**src/scmc_pkg.sv**
```systemverilog
// Purpose: Shared constants and types of the system clock, reset and mode controller.
// Assumes: Controller logic runs on a 100 MHz core clock.
// Notes: Times are kept in nanoseconds; cycle counts are derived from them.
package scmc_pkg;
  localparam int CORE_CLK_NS = 10;
  localparam int POR_WAIT_NS = 4000000;
  localparam int XTAL_WAIT_NS = 1000000;
  localparam int POR_CYCLES = (POR_WAIT_NS + CORE_CLK_NS - 1) / CORE_CLK_NS;
  localparam int XTAL_CYCLES = (XTAL_WAIT_NS + CORE_CLK_NS - 1) / CORE_CLK_NS;
  localparam int WARM_HOLD_CYCLES = 8;
  localparam int WAKE_CYCLES = 4;
  localparam int DEAD_CYCLES = 2;
  localparam int WARM_SRCS = 6;
  localparam int UNITS = 32;
  localparam int PRE_DIV_W = 4;
  localparam int POST_DIV_W = 2;
  // Clock source select codes.
  localparam logic [1:0] SRC_RING = 2'h0;
  localparam logic [1:0] SRC_RC20 = 2'h1;
  localparam logic [1:0] SRC_XTAL = 2'h2;
  localparam logic [1:0] SRC_SYNTH = 2'h3;
  // Operating mode codes, shared by requests and the prior mode field.
  localparam logic [1:0] MODE_CODE_RUN = 2'h0;
  localparam logic [1:0] MODE_CODE_SLEEP = 2'h1;
  localparam logic [1:0] MODE_CODE_PDOWN = 2'h2;
  localparam logic [1:0] MODE_CODE_INIT = 2'h3;
  // Positions in the synchronised input vector.
  localparam int SYN_VDROP = 0;
  localparam int SYN_WAKE = 1;
  localparam int SYN_LOCK = 2;
  localparam int SYN_WARM = 3;
  typedef enum logic [2:0] {MODE_INIT, MODE_RUN, MODE_SLEEP, MODE_PDOWN, MODE_WAKE} scmc_mode_e;
  typedef enum logic [1:0] {SEL_HOLD, SEL_DEAD, SEL_SWITCH} scmc_sel_e;
endpackage

```
**src/scmc_glitchless_sel.sv**
```systemverilog
// Purpose: Glitch-free clock source selection as one-hot gate enables.
// Assumes: The gating cells downstream latch the enables on their own clocks.
// Notes: A change always passes through a dead interval with every enable low.
`timescale 1ns/1ps
module scmc_glitchless_sel #(
  parameter int NSRC = 4,
  parameter int DEAD = scmc_pkg::DEAD_CYCLES
) (
  // Clock and reset
  input wire logic core_clk_i,
  input wire logic rst_n_i,
  // Selection
  input wire logic [1:0] sel_req_i,
  output logic [NSRC-1:0] src_en_o,
  output logic busy_o
);
  scmc_pkg::scmc_sel_e state;
  logic [1:0] cur_sel;
  logic [7:0] dead_cnt;

  ////////////////////////////////////////////////////////////////////////////
  // Break before make, so two clocks never overlap on the output.
  always_ff @(posedge core_clk_i or negedge rst_n_i)
  begin
    if (!rst_n_i)
    begin
      state <= scmc_pkg::SEL_HOLD;
      cur_sel <= scmc_pkg::SRC_RING;
      dead_cnt <= 8'h00;
      src_en_o <= NSRC'(1);
    end
    else
    begin
      case (state)
        scmc_pkg::SEL_HOLD:
        begin
          if (sel_req_i != cur_sel)
          begin
            src_en_o <= '0;
            dead_cnt <= 8'(DEAD - 1);
            state <= scmc_pkg::SEL_DEAD;
          end
        end
        scmc_pkg::SEL_DEAD:
        begin
          if (dead_cnt == 8'h00)
          begin
            cur_sel <= sel_req_i;
            state <= scmc_pkg::SEL_SWITCH;
          end
          else
            dead_cnt <= dead_cnt - 8'h01;
        end
        scmc_pkg::SEL_SWITCH:
        begin
          src_en_o <= NSRC'(1) << cur_sel;
          state <= scmc_pkg::SEL_HOLD;
        end
        default: state <= scmc_pkg::SEL_HOLD;
      endcase
    end
  end

  assign busy_o = (state != scmc_pkg::SEL_HOLD);
endmodule

```
**src/scmc_unit_gate.sv**
```systemverilog
// Purpose: Per-unit clock gate enables derived from the peripheral master clock.
// Assumes: Enable vectors come from logic on the same clock.
// Notes: In sleep a unit keeps its clock only when its function is enabled too.
`timescale 1ns/1ps
module scmc_unit_gate #(
  parameter int N = scmc_pkg::UNITS
) (
  // Clock and reset
  input wire logic core_clk_i,
  input wire logic rst_n_i,
  // Control
  input wire logic master_en_i,
  input wire logic sleep_i,
  input wire logic [N-1:0] clock_gate_i,
  input wire logic [N-1:0] function_en_i,
  // Gate enables
  output logic [N-1:0] unit_clock_en_o
);
  always_ff @(posedge core_clk_i or negedge rst_n_i)
  begin
    if (!rst_n_i)
      unit_clock_en_o <= '0;
    else
      unit_clock_en_o <= {N{master_en_i}} & clock_gate_i
        & (~{N{sleep_i}} | function_en_i);
  end
endmodule

```
**src/scmc_top.sv**
```systemverilog
// Purpose: System clock selection, reset sequencing and operating mode control.
// Assumes: Sources and gating cells sit outside; this logic drives their enables.
// Notes: Pin-level events pass a three-stage synchroniser before use.
// Overview of operation
// - Clock source switches go through a dead interval, never producing glitches.
// - Main clock feeds core and bus; peripherals use it or an alternate.
// - Free core clock runs in every mode except power-down.
// - Bus clock stops while the processor is idle.
// - Peripheral master clock stops in power-down.
// - Each unit clock is the master clock gated by its gate bit.
// - After power-up the ring oscillator is on and selected.
// - Synthesizer takes either reference plus pre and post dividers.
// - Power-on holds processor reset for 4 ms, then starts.
// - Power-on flag sets on power-up and on voltage drop.
// - Cold reset returns the whole block to its initial state.
// - Enabled warm sources reset the system and record their cause.
// - Warm reset touches each unit only when its mask bit allows.
// - Core system reset spares the processor debug logic.
// - Reset holds init mode; init then passes to run mode.
// - Sleep stops the bus clock and units without function enable; enabled units keep clocks.
// - Power-down stops all circuits and leaves by wake-up.
// - Prior mode is recorded as run, sleep, power-down or init.
// - Standby pin marks power-down with a selectable polarity.
`timescale 1ns/1ps
module scmc_top #(
  parameter int NW = scmc_pkg::WARM_SRCS,
  parameter int NU = scmc_pkg::UNITS,
  parameter int POR_CYCLES = scmc_pkg::POR_CYCLES,
  parameter int XTAL_CYCLES = scmc_pkg::XTAL_CYCLES
) (
  // Clock and reset
  input wire logic core_clk_i,
  input wire logic rst_n_i,
  // Clock source control
  input wire logic [1:0] clock_source_sel_i,
  input wire logic [1:0] periph_alt_sel_i,
  input wire logic rc20_enable_i,
  input wire logic crystal_enable_i,
  // Synthesizer control
  input wire logic synth_enable_i,
  input wire logic synth_ref_sel_i,
  input wire logic [scmc_pkg::PRE_DIV_W-1:0] synth_pre_div_i,
  input wire logic [scmc_pkg::POST_DIV_W-1:0] synth_post_div_i,
  input wire logic synth_lock_i,
  // Mode control
  input wire logic [1:0] mode_req_i,
  input wire logic mode_req_valid_i,
  input wire logic cpu_idle_i,
  input wire logic wake_event_i,
  input wire logic standby_out_polarity_i,
  // Reset control
  input wire logic vdrop_event_i,
  input wire logic [NW-1:0] warm_src_i,
  input wire logic [NW-1:0] reset_source_enable_i,
  input wire logic [NU-1:0] unit_reset_mask_i,
  input wire logic [NW:0] cause_clear_i,
  // Unit gating
  input wire logic [NU-1:0] unit_clock_gate_i,
  input wire logic [NU-1:0] unit_function_enable_i,
  // Source enables and status
  output logic [3:0] main_src_en_o,
  output logic main_sel_busy_o,
  output logic [3:0] periph_src_en_o,
  output logic ring_osc_en_o,
  output logic rc20_en_o,
  output logic crystal_en_o,
  output logic crystal_stable_o,
  output logic synth_en_o,
  output logic synth_ref_sel_o,
  output logic [scmc_pkg::PRE_DIV_W-1:0] synth_pre_div_o,
  output logic [scmc_pkg::POST_DIV_W-1:0] synth_post_div_o,
  output logic synth_locked_o,
  // Clock gates
  output logic free_core_clock_en_o,
  output logic bus_clock_en_o,
  output logic periph_master_en_o,
  output logic [NU-1:0] unit_clock_en_o,
  // Resets and state
  output logic core_system_reset_n_o,
  output logic debug_reset_n_o,
  output logic [NU-1:0] unit_reset_n_o,
  output logic [NW:0] reset_cause_o,
  output logic [1:0] prior_mode_field_o,
  output logic [1:0] mode_o,
  output logic standby_out_pin_o
);
  localparam int SW = scmc_pkg::SYN_WARM + NW;

  function automatic logic [1:0] mode_code(input scmc_pkg::scmc_mode_e m);
    case (m)
      scmc_pkg::MODE_RUN: mode_code = scmc_pkg::MODE_CODE_RUN;
      scmc_pkg::MODE_WAKE: mode_code = scmc_pkg::MODE_CODE_RUN;
      scmc_pkg::MODE_SLEEP: mode_code = scmc_pkg::MODE_CODE_SLEEP;
      scmc_pkg::MODE_PDOWN: mode_code = scmc_pkg::MODE_CODE_PDOWN;
      default: mode_code = scmc_pkg::MODE_CODE_INIT;
    endcase
  endfunction

  scmc_pkg::scmc_mode_e mode;
  scmc_pkg::scmc_mode_e next_mode;
  logic [SW-1:0] sync1, sync2, sync3, stable, stable_q, rise;
  logic [31:0] hold_cnt;
  logic [7:0] wake_cnt;
  logic [31:0] xtal_cnt;
  logic cold;
  logic warm_hit, vdrop_hit, wake_hit, reset_evt;
  logic [NW-1:0] warm_set;
  logic [1:0] main_sel_req;

  ////////////////////////////////////////////////////////////////////////////
  // Three-stage synchroniser; a change counts once stages two and three agree.
  always_ff @(posedge core_clk_i or negedge rst_n_i)
  begin
    if (!rst_n_i)
    begin
      sync1 <= '0;
      sync2 <= '0;
      sync3 <= '0;
    end
    else
    begin
      sync1 <= {warm_src_i, synth_lock_i, wake_event_i, vdrop_event_i};
      sync2 <= sync1;
      sync3 <= sync2;
    end
  end

  always_ff @(posedge core_clk_i or negedge rst_n_i)
  begin
    if (!rst_n_i)
    begin
      stable <= '0;
      stable_q <= '0;
    end
    else
    begin
      stable <= (sync2 & ~(sync2 ^ sync3)) | (stable & (sync2 ^ sync3));
      stable_q <= stable;
    end
  end

  assign rise = stable & ~stable_q;
  assign vdrop_hit = rise[scmc_pkg::SYN_VDROP];
  assign wake_hit = stable[scmc_pkg::SYN_WAKE];
  assign warm_set = rise[SW-1:scmc_pkg::SYN_WARM] & reset_source_enable_i;
  assign warm_hit = |warm_set;
  assign reset_evt = (warm_hit || vdrop_hit) && mode != scmc_pkg::MODE_INIT;

  ////////////////////////////////////////////////////////////////////////////
  // Operating mode sequencer.
  always_comb
  begin
    next_mode = mode;
    case (mode)
      scmc_pkg::MODE_INIT:
        if (hold_cnt == 32'h0) next_mode = scmc_pkg::MODE_RUN;
      scmc_pkg::MODE_RUN:
        if (mode_req_valid_i && mode_req_i == scmc_pkg::MODE_CODE_SLEEP)
          next_mode = scmc_pkg::MODE_SLEEP;
        else if (mode_req_valid_i && mode_req_i == scmc_pkg::MODE_CODE_PDOWN)
          next_mode = scmc_pkg::MODE_PDOWN;
      scmc_pkg::MODE_SLEEP, scmc_pkg::MODE_PDOWN:
        if (wake_hit) next_mode = scmc_pkg::MODE_WAKE;
      scmc_pkg::MODE_WAKE:
        if (wake_cnt == 8'h00) next_mode = scmc_pkg::MODE_RUN;
      default: next_mode = scmc_pkg::MODE_INIT;
    endcase
    if (reset_evt)
      next_mode = scmc_pkg::MODE_INIT;
  end

  always_ff @(posedge core_clk_i or negedge rst_n_i)
  begin
    if (!rst_n_i)
      mode <= scmc_pkg::MODE_INIT;
    else
      mode <= next_mode;
  end

  // Power-on hold counts the full interval; a warm reset uses a short one.
  always_ff @(posedge core_clk_i or negedge rst_n_i)
  begin
    if (!rst_n_i)
      hold_cnt <= 32'(POR_CYCLES - 1);
    else if (reset_evt)
      hold_cnt <= 32'(scmc_pkg::WARM_HOLD_CYCLES - 1);
    else if (mode == scmc_pkg::MODE_INIT && hold_cnt != 32'h0)
      hold_cnt <= hold_cnt - 32'h1;
  end

  always_ff @(posedge core_clk_i or negedge rst_n_i)
  begin
    if (!rst_n_i)
      wake_cnt <= 8'h00;
    else if (mode != scmc_pkg::MODE_WAKE)
      wake_cnt <= 8'(scmc_pkg::WAKE_CYCLES - 1);
    else if (wake_cnt != 8'h00)
      wake_cnt <= wake_cnt - 8'h01;
  end

  always_ff @(posedge core_clk_i or negedge rst_n_i)
  begin
    if (!rst_n_i)
      cold <= 1'b1;
    else if (mode == scmc_pkg::MODE_INIT && hold_cnt == 32'h0)
      cold <= 1'b0;
  end

  ////////////////////////////////////////////////////////////////////////////
  // Reset cause and prior mode; a set in the clearing cycle wins.
  always_ff @(posedge core_clk_i or negedge rst_n_i)
  begin
    if (!rst_n_i)
      reset_cause_o <= {1'b1, {NW{1'b0}}};
    else
      reset_cause_o <= (reset_cause_o & ~cause_clear_i) | {vdrop_hit, warm_set};
  end

  always_ff @(posedge core_clk_i or negedge rst_n_i)
  begin
    if (!rst_n_i)
      prior_mode_field_o <= scmc_pkg::MODE_CODE_INIT;
    else if (reset_evt)
      prior_mode_field_o <= mode_code(mode);
  end

  // Debug reset only follows the cold sequence, so warm resets spare it.
  always_ff @(posedge core_clk_i or negedge rst_n_i)
  begin
    if (!rst_n_i)
    begin
      core_system_reset_n_o <= 1'b0;
      debug_reset_n_o <= 1'b0;
      unit_reset_n_o <= '0;
    end
    else
    begin
      core_system_reset_n_o <= (next_mode != scmc_pkg::MODE_INIT);
      debug_reset_n_o <= debug_reset_n_o | ~cold;
      if (next_mode != scmc_pkg::MODE_INIT)
        unit_reset_n_o <= '1;
      else if (cold)
        unit_reset_n_o <= '0;
      else
        unit_reset_n_o <= ~unit_reset_mask_i;
    end
  end

  ////////////////////////////////////////////////////////////////////////////
  // Clock gates and source enables. Wake brings peripherals back before the bus.
  always_ff @(posedge core_clk_i or negedge rst_n_i)
  begin
    if (!rst_n_i)
    begin
      free_core_clock_en_o <= 1'b1;
      bus_clock_en_o <= 1'b1;
      periph_master_en_o <= 1'b1;
      ring_osc_en_o <= 1'b1;
      rc20_en_o <= 1'b0;
      crystal_en_o <= 1'b0;
    end
    else
    begin
      free_core_clock_en_o <= (mode != scmc_pkg::MODE_PDOWN);
      bus_clock_en_o <= (mode == scmc_pkg::MODE_RUN || mode == scmc_pkg::MODE_INIT)
        && !cpu_idle_i;
      periph_master_en_o <= (mode != scmc_pkg::MODE_PDOWN);
      ring_osc_en_o <= (mode != scmc_pkg::MODE_PDOWN);
      rc20_en_o <= rc20_enable_i && mode != scmc_pkg::MODE_PDOWN && !cold;
      crystal_en_o <= crystal_enable_i && mode != scmc_pkg::MODE_PDOWN && !cold;
    end
  end

  // Divider values load only while the synthesizer is off, to avoid runt cycles.
  always_ff @(posedge core_clk_i or negedge rst_n_i)
  begin
    if (!rst_n_i)
    begin
      synth_en_o <= 1'b0;
      synth_ref_sel_o <= 1'b0;
      synth_pre_div_o <= '0;
      synth_post_div_o <= '0;
      synth_locked_o <= 1'b0;
    end
    else
    begin
      synth_en_o <= synth_enable_i && mode != scmc_pkg::MODE_PDOWN && !cold;
      if (!synth_en_o)
      begin
        synth_ref_sel_o <= synth_ref_sel_i;
        synth_pre_div_o <= synth_pre_div_i;
        synth_post_div_o <= synth_post_div_i;
      end
      synth_locked_o <= synth_en_o && stable[scmc_pkg::SYN_LOCK];
    end
  end

  always_ff @(posedge core_clk_i or negedge rst_n_i)
  begin
    if (!rst_n_i)
      xtal_cnt <= 32'h0;
    else if (!crystal_en_o)
      xtal_cnt <= 32'h0;
    else if (xtal_cnt != 32'(XTAL_CYCLES))
      xtal_cnt <= xtal_cnt + 32'h1;
  end

  assign crystal_stable_o = (xtal_cnt == 32'(XTAL_CYCLES));

  always_ff @(posedge core_clk_i or negedge rst_n_i)
  begin
    if (!rst_n_i)
    begin
      standby_out_pin_o <= 1'b1;
      mode_o <= scmc_pkg::MODE_CODE_INIT;
    end
    else
    begin
      standby_out_pin_o <= (mode == scmc_pkg::MODE_PDOWN) ~^ standby_out_polarity_i;
      mode_o <= mode_code(mode);
    end
  end

  ////////////////////////////////////////////////////////////////////////////
  // Source selection and per-unit gating.
  assign main_sel_req = cold ? scmc_pkg::SRC_RING : clock_source_sel_i;

  scmc_glitchless_sel #(.NSRC(4), .DEAD(scmc_pkg::DEAD_CYCLES)) u_main_sel (
    .core_clk_i(core_clk_i),
    .rst_n_i(rst_n_i),
    .sel_req_i(main_sel_req),
    .src_en_o(main_src_en_o),
    .busy_o(main_sel_busy_o)
  );

  // Alternate peripheral source; code zero means the main-derived clock.
  scmc_glitchless_sel #(.NSRC(4), .DEAD(scmc_pkg::DEAD_CYCLES)) u_periph_sel (
    .core_clk_i(core_clk_i),
    .rst_n_i(rst_n_i),
    .sel_req_i(periph_alt_sel_i),
    .src_en_o(periph_src_en_o),
    .busy_o()
  );

  scmc_unit_gate #(.N(NU)) u_gate (
    .core_clk_i(core_clk_i),
    .rst_n_i(rst_n_i),
    .master_en_i(periph_master_en_o),
    .sleep_i(mode == scmc_pkg::MODE_SLEEP),
    .clock_gate_i(unit_clock_gate_i),
    .function_en_i(unit_function_enable_i),
    .unit_clock_en_o(unit_clock_en_o)
  );
endmodule

```
**config.mk**
```make
export PLATFORM = sky130hd
export DESIGN_NAME = scmc_top
export DESIGN_NICKNAME = d
export VERILOG_FILES = /design/src/scmc_pkg.sv /design/src/scmc_glitchless_sel.sv /design/src/scmc_unit_gate.sv /design/src/scmc_top.sv
export SDC_FILE = /design/constraint.sdc
export NUM_CORES = 1
export LEC_CHECK = 0
export BUFFER_PORTS_ARGS = -buffer_cell sky130_fd_sc_hd__buf_4
export CAP_MARGIN = 25
export CORE_ASPECT_RATIO = 0.75
export CORE_MARGIN = 10
export CORE_UTILIZATION = 45
export DETAILED_ROUTE_END_ITERATION = 10
export HOLD_SLACK_MARGIN = 0.03
export MAX_ROUTING_LAYER = met4
export PLACE_DENSITY = 0.83
export SKIP_LAST_GASP = 1
export SLEW_MARGIN = 5
export SYNTH_ARGS = -nofsm -noshare
export SYNTH_HDL_FRONTEND = slang
export SYNTH_SLANG_ARGS = --single-unit
```
**constraint.sdc**
```tcl
create_clock -name core_clk_i -period 1.9 [get_ports core_clk_i]
set_input_delay 0.285 -clock core_clk_i [delete_from_list [all_inputs] [get_ports core_clk_i]]
set_output_delay 0.285 -clock core_clk_i [all_outputs]
set_load 0.01 [all_outputs]
```
### After elaboration in Yosys (flattened, before gate mapping)

Index checks and enable logic that the tools add are counted.

| word-level totals | value |
|---|---|
| bits in registers | 244 |
| output and inout bits | 103 |

| cells by class | value |
|---|---|
| add/sub/neg operators | 5 |
| equal/unequal tests | 23 |
| shifts and indexed selects | 2 |
| muxes and demuxes | 33 |
| bitwise operators | 19 |
| reductions and logical operators | 46 |

Operators by type and width:

| cell | count |
|---|---|
| $mux 32 | 6 |
| $and 32x32->32 | 2 |
| $not 32->32 | 2 |
| $mux 8 | 6 |
| $add 32x1->32 const B | 1 |
| $eq 32x17->1 const B | 1 |
| $logic_not 32->1 | 1 |
| $ne 32x17->1 const B | 1 |
| $or 32x32->32 | 1 |
| $pmux 8 s2 | 2 |
| $reduce_bool 32->1 | 1 |
| $sub 32x1->32 const B | 1 |
| $and 9x9->9 | 3 |
| $logic_not 8->1 | 3 |
| $sub 8x1->8 const B | 3 |
| $mux 3 | 6 |
| $not 9->9 | 2 |
| $pmux 4 s2 | 2 |
| $reduce_bool 2->1 | 7 |
| $logic_and 1x1->1 | 13 |
| $pmux 3 s4 | 1 |
| $reduce_and 2->1 | 6 |
| $mux 2 | 5 |
| $ne 2x1->1 const B | 5 |
| other kinds (31) | 47 |

### Depth between registers and ports, before layout

| depth | value |
|---|---|
| depth after elaboration | 9 |
| depth in mapped cells | 8 |

### Hierarchy

A second synthesis with hierarchy kept.

| second synthesis, totals | value |
|---|---|
| cell total of the unflattened synthesis | 911 |
| area, all modules | 10377.5 µm² |

By module, submodules not included:

| module | instances | cells each | area each (µm²) |
|---|---|---|---|
| scmc_top | 1 | 625 | 7372.1 |
| scmc_glitchless_sel | 2 | 76 | 810.8 |
| scmc_unit_gate | 1 | 134 | 1383.8 |

### Least setup slack after synthesis

No wires, ideal clock.

| path | value |
|---|---|
| path type | reg2reg |
| start | reg hold_cnt[0] |
| end | reg hold_cnt[16] |
| setup time | 0.132 ns |
| arrival | 1.950 ns |
| data required time | 1.768 ns |
| setup slack | -0.182 ns |
| stages on the path, launching flop included | 9 |
| period minus slack after synthesis | 2.082 ns |
| cell sequence | dfstp_2 > inv_1 > ha_1 > nor4b_1 > and4_1 > buf_2 > a21boi_0 > nand2b_1 > mux2i_1 |

| between the ends | value |
|---|---|
| longest elaborated chain between the ends | 3 |
| elaborated cells on any way between the ends | 6 |
| classes of those cells | add/sub: 1; mux: 2; reduce/logical: 3 |

Ends and longest elaborated chain:

| item | line | RTL |
|---|---|---|
| from (decl) | scmc_top.sv:102 | `logic [31:0] hold_cnt;` |
| from (signal assigned) | scmc_top.sv:184 | `hold_cnt <= 32'(POR_CYCLES - 1);` |
| from (signal assigned) | scmc_top.sv:186 | `hold_cnt <= 32'(scmc_pkg::WARM_HOLD_CYCLES - 1);` |
| from (signal assigned) | scmc_top.sv:188 | `hold_cnt <= hold_cnt - 32'h1;` |
| $sub 32x1->32 or $reduce_bool 32->1 (tied branches) | scmc_top.sv:188, scmc_top.sv:187 |  |
| $mux 32 or $logic_and 1x1->1 (tied branches) | scmc_top.sv:187 | `else if (mode == scmc_pkg::MODE_INIT && hold_cnt != 32'h0)` |
| $mux 32 or $reduce_bool 2->1 (tied branches) | -- |  |

Several ways; a longest one is shown, not always the timed one. The select of a mux whose other input is x is not followed.
A chain may end at the register's enable or synchronous reset.

### Worst setup path in the final report

| path | value |
|---|---|
| start | reg xtal_cnt[18] |
| end | out crystal_stable_o |

| between the ends | value |
|---|---|
| longest elaborated chain between the ends | 1 |

Ends and longest elaborated chain:

| item | line | RTL |
|---|---|---|
| from (decl) | scmc_top.sv:104 | `logic [31:0] xtal_cnt;` |
| from (signal assigned) | scmc_top.sv:305 | `xtal_cnt <= xtal_cnt + 32'h1;` |
| $eq 32x17->1 | scmc_top.sv:308 | `assign crystal_stable_o = (xtal_cnt == 32'(XTAL_CYCLES));` |
| to (decl) | scmc_top.sv:67 | `output logic crystal_stable_o,` |

No other way between the ends.

==> metrics.md <==
| Metric | Value |
|---|---|
| Post-synthesis sequential area ratio | approximately 61% |
| Setup TNS | -9.97 ns |
| CTS root buf | clkbuf_16 |
| Worst Path Class, Setup | reg2out |
| Detailed Route WL | roughly 33,000 um |
| # IOs | roughly 240 |
| Min Tclk post-route | 2.24 ns |
| Detail-routed net length per standard cell | 20.0 um |
| Post-synthesis compound-gate area fraction | 10.2% |
| Syn avg cell area | 11.7 sq um |
| Post-Synth Simple-Gate Area | between 10% and 20% |
| Worst EP required | ~1.6 ns |
| Type of the worst min-delay path | in2reg |
| Critical Path Start Type | flip-flop |
| CTS max path bufs | 3 |
| Htree depth | 1 |
| Syn_nets | 1,001 |
| CTS Sinks | ~240 |
| Layout fillers | around 1,400 |
| Vias in the first global route | roughly 9,400 |
| # DRC | 0 |
| Critical R2R Launch | hold_cnt[15] |
| Seq pwr share | a little under 40% |
| Worst reg-to-reg setup slack | -0.23 ns |
| Pint | 11.9 mW |
| Final Worst Setup Slack | -0.337 ns |
| Antenna violations before repair | 7 |
| Worst setup path start | xtal_cnt[18] |
| Switch Pwr | between 5 and 6 mW |
| Cts bufs inserted | 25 |
| Routed Antenna Nets | 0 |
| RSZ-0062 raised after global routing | true |
| Setup Viol. Count Final | 66 |
| Worst Max-Slew Pin Slew | ~0.53 ns |
| Clock share of power | a little under a third |
| First-pass GRT wire length | around 51,000 um |
| Comb pwr share | 29.7% |
| Full die area | ~29,000 sq um |
| Final nets | 1,489 |
| CP endpoint kind | primary output |
| Switching Fraction | 29.9% |
| Clock slew at reported path FFs | 0.07 ns |
| GP Congestion | about 0.85 |
| PortBufs | about 240 |
| Rel. slew slack | between 60% and 70% |
| Global route overflow | 0 |
| Post-synth top area cell | dfrtp_1 |
| Synth Area in XOR/XNOR | approximately 4.6% |
| Via density | ~5.3 |
| Die H | 149 um |
| Synth Area in Adders | under 10% |
| Finished Layout Cells | between 1,500 and 2,000 |
| Max Clk Rate | ~0.45 GHz |
| Cell area after synthesis | 9950 sq um |
| P_leak | 7.33 nW |
| Cell Pwr Density | 1060 nW/um^2 |
| Post-DP HPWL | roughly 19,000 um |
| Clk_lat worst skew | 0.52 ns |
| Peak VDD IR | approximately 0.8 mV |
| Dpl cells | 1,443 |
| Chip width | 192 um |
| Gate Count Post-Synth | approximately 850 |
| DRT iter0 DRCs | roughly 600 |
| Layout cell share with drive strength beyond 1 | between 40% and 50% |
| Final max-slew violation count | 0 |
| Synth unique cells | between 60 and 70 |
| Row count | 47 |
| Worst flop-to-flop path endpoint | hold_cnt[5] |
| Initial core utilization | about 45% |
| Ys async rst share | 100% |
| #FFs+latches synth | 242 |
| Status | finished with violations |
| Yosys top cell area share | 55.1% |
| Failing checks | negative setup slack |
| Path depth of the worst reg2reg path | 7 |
| Ys flop type | dfrtp_1 |
| Largest net degree at the start of global routing | 80 |
| DR pass1 iterations | 5 |
| Final Cycle Share | 118% |
| Largest family of logic cells by synthesized area | simple AND/OR/NAND/NOR gates |
| GRT Util Overall | 23.0% |
| Clock Skew | 0.0149 ns |
| Worst slack, placed | -0.496 ns |
| Synth Warn # | 0 |
| Max-capacitance violation count | 0 |
| Vias | 8,851 |
| Synth top area cells | dfrtp_1 55%, dfstp_2 6.1%, o211a_1 3.2% |
| Maximum fanout along the worst path | 2 |
| Post-synthesis mux area share | 3.06% |
| Core ar. | approximately 22,000 sq um |
| Critical path data arrival time | 1.95 ns |
| Number of enable flip-flop cells after synthesis | 0 |
| Final hold vios | 0 |
| CTS tree | done |
| Area delta synth->final | 60.4% |
| Worst setup path endpoint | crystal_stable_o |
## placed cells by master, fill, tap and decap left out, types with 18 or more instances in the layout
| cell type | instances |
|---|---|
| nor3_1 | 21 |
| xor2_1 | 26 |
| mux2i_1 | 18 |
| inv_1 | 30 |
| dfstp_2 | 23 |
| o211a_1 | 32 |
| dlygate4sd3_1 | 128 |
| clkbuf_16 | 25 |
| nand4_1 | 18 |
| o21ai_2 | 30 |
| nor2_1 | 72 |
| xnor2_1 | 25 |
| nand2_1 | 58 |
| buf_4 | 344 |
| dfrtp_1 | 219 |
## critical path: stages (launching register included)
cell and delay, ns:
dfrtp_1 0.39, or4_1 0.52, nor4_2 0.25, buf_4 0.16
buf_4 0.12
## registers in the layout, summed over array words and instances (netlist names), 3 cells and up, named ones only
register	count
stable_q	7
sync3	9
reset_cause_o	7
xtal_cnt	32
wake_cnt	8
synth_pre_div_o	4
u_gate.unit_clock_en_o	32
u_main_sel.src_en_o	4
sync1	9
mode	3
hold_cnt	32
u_periph_sel.dead_cnt	8
u_main_sel.dead_cnt	8
u_periph_sel.src_en_o	4
unit_reset_n_o	32
sync2	9
## synthesized netlist by cell type (all sizes together) (9+ instances only)
| cell type | count |
|---|---|
| nand2b | 11 |
| mux2 | 11 |
| o211a | 32 |
| inv | 33 |
| o21ai | 50 |
| buf | 11 |
| nand4 | 18 |
| a21oi | 13 |
| xnor2 | 26 |
| dfrtp | 219 |
| nand2 | 60 |
| mux2i | 18 |
| nor2 | 74 |
| nor4 | 25 |
| xor2 | 26 |
| nor3 | 25 |
| nand3 | 20 |
| dfstp | 23 |
| clkbuf | 29 |
| maj3 | 9 |
| or3 | 9 |
## area by class of cell
type / count / area, sq um / share of cell area (%)
Clock inverter: 13 / 203 / 1.27
Clock buffer: 32 / 692 / 4.34
Antenna cell: 7 / 17.5 / 0.110
Inverter: 33 / 124 / 0.776
Timing Repair Buffer: 500 / 4290 / 26.9
Sequential cell: 242 / 6080 / 38.1
Multi-Input combinational cell: 540 / 4180 / 26.2
Tap cell: 294 / 368 / 2.30
## worst min-delay path by stage
| stage | from | end | slack [ns] | cells past startpoint |
|---|---|---|---|---|
| floorplan | rst_n_i | asynchronous set/reset pin | -0.01 | 0 |
| detailed placement | rst_n_i | hold_cnt[19] | 0.14 | 1 |
| global placement | rst_n_i | hold_cnt[19] | 0.14 | 1 |
| CTS | reset_source_enable_i[1] | reset_cause_o[1] | 0.05 | 3 |
| global route | reset_source_enable_i[4] | reset_cause_o[4] | 0.08 | 3 |
| finish | reset_source_enable_i[1] | reset_cause_o[1] | 0.06 | 3 |
## kinds of logic after synthesis
logic type | count (synthesis)
AND/OR/NAND/NOR | 300
flip-flops | 242
AO/OA/AOI/OAI | 141
buffers and inverters | 73
XOR/XNOR | 52
multiplexers | 29
adder cells (fa/ha/maj) | 17
## power groups by stage
stage,sequential (mW),combinational [mW],clock (mW)
CTS,6.52,4.46,5.39
detailed placement,6.58,3.83,0
global route,6.68,5.41,5.63
finish,6.60,5.02,5.30
global placement,6.54,3.68,0
floorplan,6.65,1.81,0
## metrics by stage
| step | util (%) | cell area [sq um] | power, mW | hold WS (ns) |
|---|---|---|---|---|
| 6_report | 73.0 | 16000 | 16.9 | 0.0605 |
| 3_3_place_gp | 58.3 | 12800 | 10.2 | 0.138 |
| 2_1_floorplan | - | 9980 | 8.46 | -0.0106 |
| 4_1_cts | 71.0 | 15500 | 16.4 | 0.0539 |
| 5_1_grt | 73.0 | 16000 | 17.7 | 0.0813 |
| 3_5_place_dp | 58.3 | 12800 | 10.4 | 0.137 |
## routing by layer
layer | wire length (um) | track usage (%) | up-vias
met3 | 2030 | 4.65 | 87
met2 | 17000 | 38.5 | 316
met5 | 0 | - | -
met4 | 1220 | 8.50 | 0
met1 | 13000 | 26.9 | 4424
li1 | - | - | 4024
## timing repair
action | CTS | global route
hold buffers | 128 | 0
gates cloned | 3 | 0
endpoints found under the setup margin | 63 | 84
hold endpoints to repair | 316 | 0
pin swaps | 18 | 32
setup buffers | 20 | 21
resized for setup | 106 | 67
(Power assumes the default switching activity.)
